==> config.mk <==
export PLATFORM = sky130hd
export DESIGN_NAME = ctc_ctrl
export DESIGN_NICKNAME = d
export VERILOG_FILES = /design/src/logic/ctc_pkg.sv /design/src/logic/ctc_ctrl.sv /design/src/logic/ctc_sync2.sv
export VERILOG_INCLUDE_DIRS = /design/src /design/src/logic
export SDC_FILE = /design/constraint.sdc
export NUM_CORES = 1
export LEC_CHECK = 0
export ABC_AREA = 1
export BUFFER_PORTS_ARGS = -buffer_cell sky130_fd_sc_hd__buf_2
export CAP_MARGIN = 30
export CORE_ASPECT_RATIO = 1.2
export CORE_MARGIN = 2
export CORE_UTILIZATION = 30
export CTS_CLUSTER_DIAMETER = 150
export DETAILED_ROUTE_END_ITERATION = 7
export PLACE_DENSITY = 0.53
export SLEW_MARGIN = 10
export SYNTH_ARGS = -nofsm -noshare
export SYNTH_HDL_FRONTEND = slang
export SYNTH_HIERARCHICAL = 1
export SYNTH_SLANG_ARGS = --single-unit
export TNS_END_PERCENT = 30
==> constraint.sdc <==
create_clock -name sys_clk -period 1.8 [get_ports sys_clk]
set_clock_uncertainty 0.15 [all_clocks]
set_input_delay 0.09 -clock sys_clk [delete_from_list [all_inputs] [get_ports sys_clk]]
set_output_delay 0.09 -clock sys_clk [all_outputs]
set_load 0.01 [all_outputs]
==> src/logic/ctc_map.svh <==
// Constants for the cache tag store controller.
// Assumes inclusion by bare name from logic files.
`ifndef CTC_MAP_SVH
`define CTC_MAP_SVH

`define CTC_INDEX_W      9
`define CTC_TAG_W        8
`define CTC_CLK_NS       100
`define CTC_RST_MIN_NS   35
// Least reset pulse, rounded up to whole cycles, at least one
`define CTC_RST_CYC      ((`CTC_RST_MIN_NS + `CTC_CLK_NS - 1) / `CTC_CLK_NS)
// Cycles a compare waits for the result to settle and be sampled
`define CTC_CMP_WAIT     3

`endif

==> src/logic/ctc_pkg.sv <==
// Types for the cache tag store controller.
// Assumes ctc_map.svh is on the include path.
`include "ctc_map.svh"
package ctc_pkg;
    typedef enum logic [4:0] {
        ST_IDLE  = 5'h01,
        ST_RESET = 5'h02,
        ST_WRITE = 5'h04,
        ST_CMP   = 5'h08,
        ST_DONE  = 5'h10
    } ctc_state_type;
endpackage

==> src/logic/ctc_ctrl.sv <==
// Controller for an external 512x9 cache tag store and comparator slice.
// Assumes the store is asynchronous; match and fault pins are synchronised here.
// Contract
// - Write is chip select low together with write strobe low, at index.
// - Holding parity fault pin low during a write stores a bad word.
// - Wider tags use parallel 8-bit slices; hit needs every slice match.
// - Two-slice systems gate matches to enable data buffers.
// - System write strobe writes data RAMs and tag together.
// - Reset pulse low at least 35 ns clears all, match goes high.
// - Compare is chip select low with write strobe high.
`timescale 1ns/1ns
`default_nettype none
`include "ctc_map.svh"
module ctc_ctrl
    import ctc_pkg::*;
(
    input  wire logic                   sys_clk,          // 10 MHz clock
    input  wire logic                   rst,              // Async reset, high
    input  wire logic                   req_init,         // Start store clear
    input  wire logic                   req_write,        // Start tag write
    input  wire logic                   req_cmp,          // Start tag compare
    input  wire logic                   req_force_fault,  // Write with bad parity
    input  wire logic [`CTC_INDEX_W-1:0] req_index,       // Index for request
    input  wire logic [`CTC_TAG_W-1:0]   req_tag,         // Tag for request
    output logic                        busy,             // Request in progress
    output logic                        done,             // Pulse, request done
    output logic                        hit,              // Compare matched
    output logic                        fault,            // Compare parity fault
    output logic                        store_reset_n,    // Store reset pin
    output logic                        chip_sel_n,       // Store chip select
    output logic                        write_n,          // Store write strobe
    output logic [`CTC_INDEX_W-1:0]     tag_index,        // Store index pins
    output logic [`CTC_TAG_W-1:0]       tag_compare_bits, // Store tag pins
    input  wire logic                   match_in,         // Store match pin
    input  wire logic                   parity_fault_n_i, // Fault pin level
    output logic                        parity_fault_n_o, // Fault pin drive value
    output logic                        parity_fault_n_oe // Fault pin enable
);
    // All sequencer state, registered as one word
    typedef struct packed {
        ctc_state_type             st;
        logic [3:0]                cnt;
        logic                      force_f;
        logic                      is_init;
        logic                      hit;
        logic                      fault;
        logic                      done;
        logic [`CTC_INDEX_W-1:0]   idx;
        logic [`CTC_TAG_W-1:0]     tag;
    } ctc_ctrl_type;
    ctc_ctrl_type r_q, r_d;

    // Cycle counts for the reset pulse and the compare settle
    localparam logic [3:0] RST_CYC = 4'(`CTC_RST_CYC);
    localparam logic [3:0] CMP_CYC = 4'(`CTC_CMP_WAIT);

    // Counter step, shared by the reset and compare waits
    function automatic logic [3:0] cnt_inc(input logic [3:0] c);
        return c + 4'h1;
    endfunction

    // True while the sequencer sits in the given state
    function automatic logic in_state(input ctc_state_type cur, input ctc_state_type want);
        return cur == want;
    endfunction

    logic match_s;
    logic fault_n_s;
    logic slice_hit_gate;  // AND of every slice match

    // Synchronise the match and fault pins
    ctc_sync2 u_sync_match (
        .sys_clk (sys_clk),
        .rst     (rst),
        .rst_val (1'b0),
        .d       (match_in),
        .q       (match_s)
    );
    ctc_sync2 u_sync_fault (
        .sys_clk (sys_clk),
        .rst     (rst),
        .rst_val (1'b1),
        .d       (~parity_fault_n_i),
        .q       (fault_n_s)
    );

    // One slice here; further slices add their match to this AND
    assign slice_hit_gate = &{match_s};

    // Sequencer for clear, write and compare
    always_comb
    begin
        r_d      = r_q;
        r_d.done = 1'b0;
        case (r_q.st)
            ST_IDLE:
            begin
                // Take a request; init before write before compare
                r_d.cnt = 4'h0;
                if (req_init)
                begin
                    r_d.st      = ST_RESET;
                    r_d.is_init = 1'b1;
                end
                else if (req_write)
                begin
                    r_d.st      = ST_WRITE;
                    r_d.idx     = req_index;
                    r_d.tag     = req_tag;
                    r_d.force_f = req_force_fault;
                    r_d.is_init = 1'b0;
                end
                else if (req_cmp)
                begin
                    r_d.st      = ST_CMP;
                    r_d.idx     = req_index;
                    r_d.tag     = req_tag;
                    r_d.force_f = 1'b0;
                    r_d.is_init = 1'b0;
                end
            end
            ST_RESET:
            begin
                // Hold reset low for the least pulse width
                r_d.cnt = cnt_inc(r_q.cnt);
                if (cnt_inc(r_q.cnt) >= RST_CYC)
                begin
                    r_d.st = ST_DONE;
                    r_d.hit   = 1'b0;
                    r_d.fault = 1'b0;
                end
            end
            ST_WRITE:
            begin
                // One cycle with both strobes low lands the write
                r_d.st = ST_DONE;
            end
            ST_CMP:
            begin
                // Wait for pins to settle through the synchroniser
                r_d.cnt = cnt_inc(r_q.cnt);
                if (cnt_inc(r_q.cnt) >= CMP_CYC)
                begin
                    r_d.st    = ST_DONE;
                    r_d.fault = ~fault_n_s;
                    r_d.hit   = slice_hit_gate & fault_n_s;
                end
            end
            ST_DONE:
            begin
                // Back to idle; done pulses for one cycle, the first idle cycle
                r_d.done = 1'b1;
                r_d.st   = ST_IDLE;
            end
            default:
            begin
                r_d.st = ST_IDLE;  // Recover from an illegal code
            end
        endcase
    end

    // State register
    always_ff @(posedge sys_clk or posedge rst)
    begin
        if (rst)
        begin
            r_q     <= '0;
            r_q.st  <= ST_IDLE;
        end
        else
            r_q <= r_d;
    end

    // Pin drive: strobes decoded from state
    assign store_reset_n     = ~in_state(r_q.st, ST_RESET);
    assign chip_sel_n        = ~(in_state(r_q.st, ST_WRITE)
                                 | in_state(r_q.st, ST_CMP));
    assign write_n           = ~in_state(r_q.st, ST_WRITE);
    assign tag_index         = r_q.idx;
    assign tag_compare_bits  = r_q.tag;
    assign parity_fault_n_o  = 1'b0;
    assign parity_fault_n_oe = in_state(r_q.st, ST_WRITE) & r_q.force_f;
    assign busy              = ~in_state(r_q.st, ST_IDLE);
    assign done              = r_q.done;
    assign hit               = r_q.hit;
    assign fault             = r_q.fault;

    // Checks
    a_write_strobe: assert property (@(posedge sys_clk) disable iff (rst)
        !write_n |-> !chip_sel_n) else $error("write without select");
    a_write_len: assert property (@(posedge sys_clk) disable iff (rst)
        $fell(write_n) |=> write_n) else $error("write not one cycle");
    a_force_only_wr: assert property (@(posedge sys_clk) disable iff (rst)
        parity_fault_n_oe |-> !write_n) else $error("fault drive off write");
    a_reset_len: assert property (@(posedge sys_clk) disable iff (rst)
        $rose(store_reset_n) |-> (r_q.is_init && (r_q.cnt >= RST_CYC)))
        else $error("reset short");
    a_cmp_strobe: assert property (@(posedge sys_clk) disable iff (rst)
        (r_q.st == ST_CMP) |-> (!chip_sel_n && write_n)) else $error("compare strobe");
    a_fault_no_hit: assert property (@(posedge sys_clk) disable iff (rst)
        fault |-> !hit) else $error("hit with fault");
    a_cmp_done: assert property (@(posedge sys_clk) disable iff (rst)
        $rose(r_q.st == ST_CMP) |-> ##4 done) else $error("compare late");
    a_idle_quiet: assert property (@(posedge sys_clk) disable iff (rst)
        !busy |-> (chip_sel_n && write_n && store_reset_n)) else $error("idle strobe");
    a_result_hold: assert property (@(posedge sys_clk) disable iff (rst)
        ($changed(hit) || $changed(fault)) |-> (r_q.st == ST_DONE))
        else $error("result moved off done");

    // Main scenarios
    c_write: cover property (@(posedge sys_clk) disable iff (rst) !write_n);
    c_hit: cover property (@(posedge sys_clk) disable iff (rst) done && hit);
    c_fault: cover property (@(posedge sys_clk) disable iff (rst) done && fault);
    c_init: cover property (@(posedge sys_clk) disable iff (rst) !store_reset_n);
    c_force_write: cover property (@(posedge sys_clk) disable iff (rst) parity_fault_n_oe);
endmodule // ctc_ctrl
`default_nettype wire

==> src/logic/ctc_sync2.sv <==
// Two-flop synchroniser for pins from the tag store.
// Assumes the input is asynchronous to sys_clk.
`timescale 1ns/1ns
`default_nettype none
module ctc_sync2
    import ctc_pkg::*;
(
    input  wire logic sys_clk,   // System clock
    input  wire logic rst,       // Async reset, high
    input  wire logic rst_val,   // Value held while in reset
    input  wire logic d,         // Asynchronous level
    output logic      q          // Synchronised level XOR rst_val
);
    typedef struct packed {
        logic s1;
        logic s2;
    } ctc_sync_type;
    ctc_sync_type r_q, r_d;

    // Second flop alone reads the first
    always_comb
    begin
        r_d    = r_q;
        r_d.s1 = d;
        r_d.s2 = r_q.s1;
    end

    // Registers, constant on reset
    always_ff @(posedge sys_clk or posedge rst)
    begin
        if (rst)
            r_q <= '0;
        else
            r_q <= r_d;
    end

    assign q = r_q.s2 ^ rst_val;
endmodule // ctc_sync2
`default_nettype wire

# Yosys cells after proc, flatten, opt, wreduce, memory -nomap -nowiden
# Cells that the tools add are included.
[totals]
register_bits = 34
[classes]
n_mux = 15
n_bitwise = 10
n_eq_ne = 8
n_lt_le_gt_ge = 2
n_addsub = 1
reduce_logical = 7
[op_table]
columns = ["op", "n"]
rows = [
  ["17-bit two-way mux", 2],
  ["5-bit two-way mux", 5],
  ["5-bit one-hot mux with 4 select lines", 1],
  ["3-bit AND reduction", 3],
  ["2-bit two-way mux", 4],
  ["4-bit one-hot mux with 2 select lines", 1],
  ["1-bit NOT", 7],
  ["2-bit nonzero test", 3],
  ["5-bit by 1-bit equality test with 1-bit output, second input constant", 1],
  ["5-bit by 2-bit equality test with 1-bit output, second input constant", 1],
  ["5-bit by 3-bit equality test with 1-bit output, second input constant", 1],
  ["5-bit by 4-bit equality test with 1-bit output, second input constant", 1],
  ["5-bit equality test, second input constant", 1],
  ["4-bit by 1-bit adder with 4-bit output, second input constant", 1],
  ["4-bit by 1-bit greater-or-equal comparator with 1-bit output, second input constant", 1],
  ["4-bit by 2-bit greater-or-equal comparator with 1-bit output, second input constant", 1],
  ["2-bit != test, second input constant", 2],
  ["4-bit != test, second input constant", 1],
  ["2-bit one-hot mux with 2 select lines", 1],
  ["1-bit bitwise AND", 2],
  ["2-bit OR reduction", 1],
  ["1-bit two-way mux", 1],
  ["1-bit OR", 1],
]

# Logic depth before layout (Yosys ltp)
[logic_depth]
ltp_word = 4
ltp_mapped = 9
depth_no_buf = 9

# Modules after synthesis
# The synthesis kept the hierarchy.
[modules_own_cells]
columns = ["mod", "cells_each", "instances", "area_each_um2"]
rows = [
  ["ctc_ctrl", 191, 1, 1641.6],
  ["ctc_sync2", 8, 2, 72.6],
]

# Least setup slack after synthesis
# No wires, ideal clock.
[synth_path]
path_type = "reg2reg"
startpoint = "register r_q[26] (netlist bit)"
endpoint = "register r_q (netlist bit tag_compare_bits[0])"
t_required_ns = 1.533
t_arrival_ns = 1.250
path_slack_ns = 0.283
synth_period_minus_slack_ns = 1.517
setup_ns = 0.117
path_stages_with_launch = 9
cell_sequence = "dfstp_2 > inv_1 > nor2_2 > nand3_4 > nor2_4 > o21ai_4 > buf_6 > nand2_1 > o21ai_2"
[synth_between]
elab_chain_cells = 2
[synth_rtl]
columns = ["element", "line", "text"]
rows = [
  ["from (decl)", "ctc_ctrl.sv:51", "ctc_ctrl_type r_q, r_d;"],
  ["from (signal assigned)", "ctc_ctrl.sv:171", "r_q <= r_d;"],
  ["5-bit by 1-bit equality test with 1-bit output", "ctc_ctrl.sv:95", "case (r_q.st)"],
  ["3-bit AND reduction (no line)", "n/a", ""],
]
# No other way between the ends.
# A chain may end at the register's enable or synchronous reset.

# Worst setup path in the final report
[layout_path]
startpoint = "register r_q[26] (netlist bit)"
endpoint = "output chip_sel_n"
[layout_between]
elab_chain_cells = 3
elab_cells_between_ends = 4
[layout_rtl]
columns = ["element", "line", "text"]
rows = [
  ["5-bit by 3-bit equality test with 1-bit output or 5-bit by 4-bit equality test with 1-bit output (tied branches)", "ctc_ctrl.sv:64", "return cur == want;"],
  ["1-bit OR *", "ctc_ctrl.sv:177", "| in_state(r_q.st, ST_CMP));"],
  ["1-bit NOT *", "ctc_ctrl.sv:176", "assign chip_sel_n = ~(in_state(r_q.st, ST_WRITE)"],
  ["to (decl)", "ctc_ctrl.sv:30", "output logic chip_sel_n,"],
]
# Every way passes the cells marked *; elsewhere a longest branch is shown, timed or not.

==> reports/qor.txt <==
Outcome - complete, no violations
Nets - 305
Total power - 0.00317 W
Initial detailed-routing violation count - 58
# diodes - 0
Max incr delay on CP - 0.53 ns
Routed length per instance - 9.70 µm
Site Rows - 30
Fillers - 615
Via density - 3.92
First-pass GRT wire length - 5840 µm
Seq/Total Area, Yosys - 0.477
Fin crit share - 0.942
Critical path peak fanout - 3
Num ports - 51
Synth top area cells - dfrtp_1, nand2_1, o21ai_2, inv_1, buf_4
H-tree Lvls - 2
Post-synth ARST share - 1.00
RR Startpoint - r_q[26]$_DFFE_PP1P_
Vias in the first global route - 1374
Layout cells sized above 1 - 0.330
Die Y - 88.5 µm
IO buf count - 49
P_leak - 1.33 nW
Largest area contributor in the netlist - dfrtp_1
Post-DP HPWL - 2390 µm
CP Capture Type - primary output
Total negative slack - 0 ns
Crit path top cell by count - nor2_1
Post-synthesis area per instance - 8.63 µm²
RSZ-0062 raised after global routing - false
Core box area - 5710 µm²
Synthesis-to-layout area growth - 32.6%
Multi-input gate area - 631 µm²
Yosys cell types - 21
Initial Utilization - 0.313
RD Place Congestion - 0.786
Syn Inst Count - 207
Synthesis warning total - 6
Die area - 6590 µm²
ANT nets after route - 0
Reg area - 852 µm²
Highest clock rate - 589 MHz
Max Root-Sink Buffers - 2
Clock sink count - 34
Clk slew on worst S/H paths - 0.06 ns
PwrDens - 1340 nW/µm²
Post-Syn Area - 1790 µm²
Largest net degree at the start of global routing - 31
Initial antenna violation count - 0
CP required - 1.56 ns
Max Cap Violations - 0
Primary FF master, synth - dfrtp_1
CP Class - flop to primary output
CTS tree - done
Count leader, synth - nand2_1
Die width - 74.5 µm
Vias - 1397
Number of detailed-route iterations in the first pass - 4
DR DRC count - 0
Post_cts resized - 0
Total CTS buffers - 5
CP Cell Sequence - nor2_1, buf_4, nand4_1, inv_1, nor2_1, buf_2
Final setup violation count - 0
Top cell type's share of synthesized area - 0.462
Root Driver - clkbuf_8
Number of enable flip-flop cells after synthesis - 0
Critical path launch point - r_q[26]$_DFFE_PP1P_
Worst Hold Class - primary input to asynchronous set/reset pin
Synthesized flop and latch total - 34
Final max-slew violation count - 0
Commonest cells post-synth - nand2_1, inv_1, dfrtp_1
Worst EP arrival - 1.46 ns
Setup crit start kind - flop
Maximum VDD drop - 0.397 mV
Drt total wl - 3450 µm
Clk Latency, worst-skew pair - 0.27 ns
Total Routing Usage GR - 0.118
Fin crit period - 1.70 ns
Hold Vio Cnt, Final - 0
Overflow after GRT - 0
Slowest library cell on the worst path - dfstp_2
-- flip-flops by register name (all words and copies together) (netlist names) --
| signal | flops |
|---|---|
| tag_index | 9 |
| u_sync_match/r_q | 1 |
| u_sync_fault/r_d | 1 |
| fault | 1 |
| tag_compare_bits | 8 |
| done | 1 |
| hit | 1 |
| r_q | 10 |
| u_sync_fault/r_q | 1 |
| u_sync_match/r_d | 1 |
-- worst max-delay path: cells and delay by family, from the launching register on --
| kind | cells | cell delay (ns) |
|---|---|---|
| DFF | 1 | 0.53 |
| buffers and inverters | 3 | 0.37 |
| and+or+nand+nor | 3 | 0.29 |
-- layout by cell type (no fill, tap or decap) --
| cell | netlist | final |
|---|---|---|
| nand4_1 | 3 | 3 |
| ha_1 | 3 | 3 |
| nand3_1 | 7 | 7 |
| nand3_4 | 1 | 1 |
| inv_1 | 39 | 39 |
| nor3_1 | 1 | 1 |
| buf_4 | 18 | 7 |
| dfrtp_1 | 33 | 33 |
| dlygate4sd3_1 | 0 | 24 |
| o21ai_4 | 1 | 1 |
| nand2_1 | 54 | 54 |
| buf_2 | 0 | 49 |
| nor2_2 | 1 | 1 |
| dfstp_2 | 1 | 1 |
| nor2_1 | 13 | 13 |
| nor2_4 | 2 | 2 |
| o21ai_0 | 1 | 1 |
| o21ai_2 | 17 | 17 |
| conb_1 | 2 | 5 |
| nand2_2 | 5 | 5 |
| nor3b_1 | 1 | 1 |
| clkbuf_8 | 0 | 6 |
| buf_12 | 0 | 1 |
| xor2_1 | 1 | 1 |
-- power breakdown --
| group | switching, W | leakage [nW] | internal (W) | total (W) |
|---|---|---|---|---|
| sequential | 0.000162 | 0.432 | 0.00105 | 0.00121 |
| clock | 0.000252 | 0.0431 | 0.000295 | 0.000547 |
| combinational | 0.000804 | 0.853 | 0.000611 | 0.00141 |
| total | 0.00122 | 1.33 | 0.00195 | 0.00317 |
-- worst paths after layout --
kind,endpoint,slack (ns),cells past startpoint
worst max-delay path,chip_sel_n,0.10,6
worst min-delay path,u_sync_fault/r_d[0]$_DFF_PP0_,0.06,3
worst max register to register,tag_index[0]$_DFFE_PP0P_,0.17,8
worst min register to register,u_sync_match/r_q[0]$_DFF_PP0_,0.20,0
max in group asynchronous,r_q[26]$_DFFE_PP1P_,0.88,4
min in group sys_clk,u_sync_match/r_q[0]$_DFF_PP0_,0.20,0
-- stage by stage --
stage,util,area [µm²],setup slack [ns],instances,hold slack [ns]
3_3_place_gp,0.350,2000,0.0827,321,-0.187
6_report,0.415,2370,0.104,356,0.0649
4_1_cts,0.410,2340,0.0730,352,0.0494
5_1_grt,0.415,2370,0.00912,356,0.0745
3_5_place_dp,0.354,2020,0.125,322,-0.188
2_1_floorplan,-,1800,0.283,210,-0.319
-- cell type report --
class	instances	share of cell area
inverters	39	0.0618
multi-input cells	116	0.266
clock buffers	6	0.0348
flip-flops and latches	34	0.360
repair buffers	81	0.235
well taps	80	0.0422
-- cells by family (layout without fill, tap and decap cells) --
| group | after synthesis | after routing | synth area share |
|---|---|---|---|
| AOI/OAI and AO/OA | 19 | 19 | 0.0952 |
| and+or+nand+nor | 88 | 88 | 0.221 |
| DFF | 34 | 34 | 0.477 |
| adders and majority gates | 3 | 3 | 0.0210 |
| xor gates and xnor gates | 1 | 1 | 0.00490 |
| other | 2 | 5 | 0.00420 |
| buffers and inverters | 60 | 126 | 0.176 |
-- timing repair --
action,4_1_cts,5_1_grt
setup endpoints to repair,0,3
buffers inserted,0,4
endpoints found under the hold margin,57,0
hold buffers,24,0
-- routing by layer --
metal	global-route usage	routed length, µm
met5	0	0
met4	0.0633	77
met3	0.0308	133
met2	0.204	1790
met1	0.130	1450
Power figures use the tool's default switching activity.
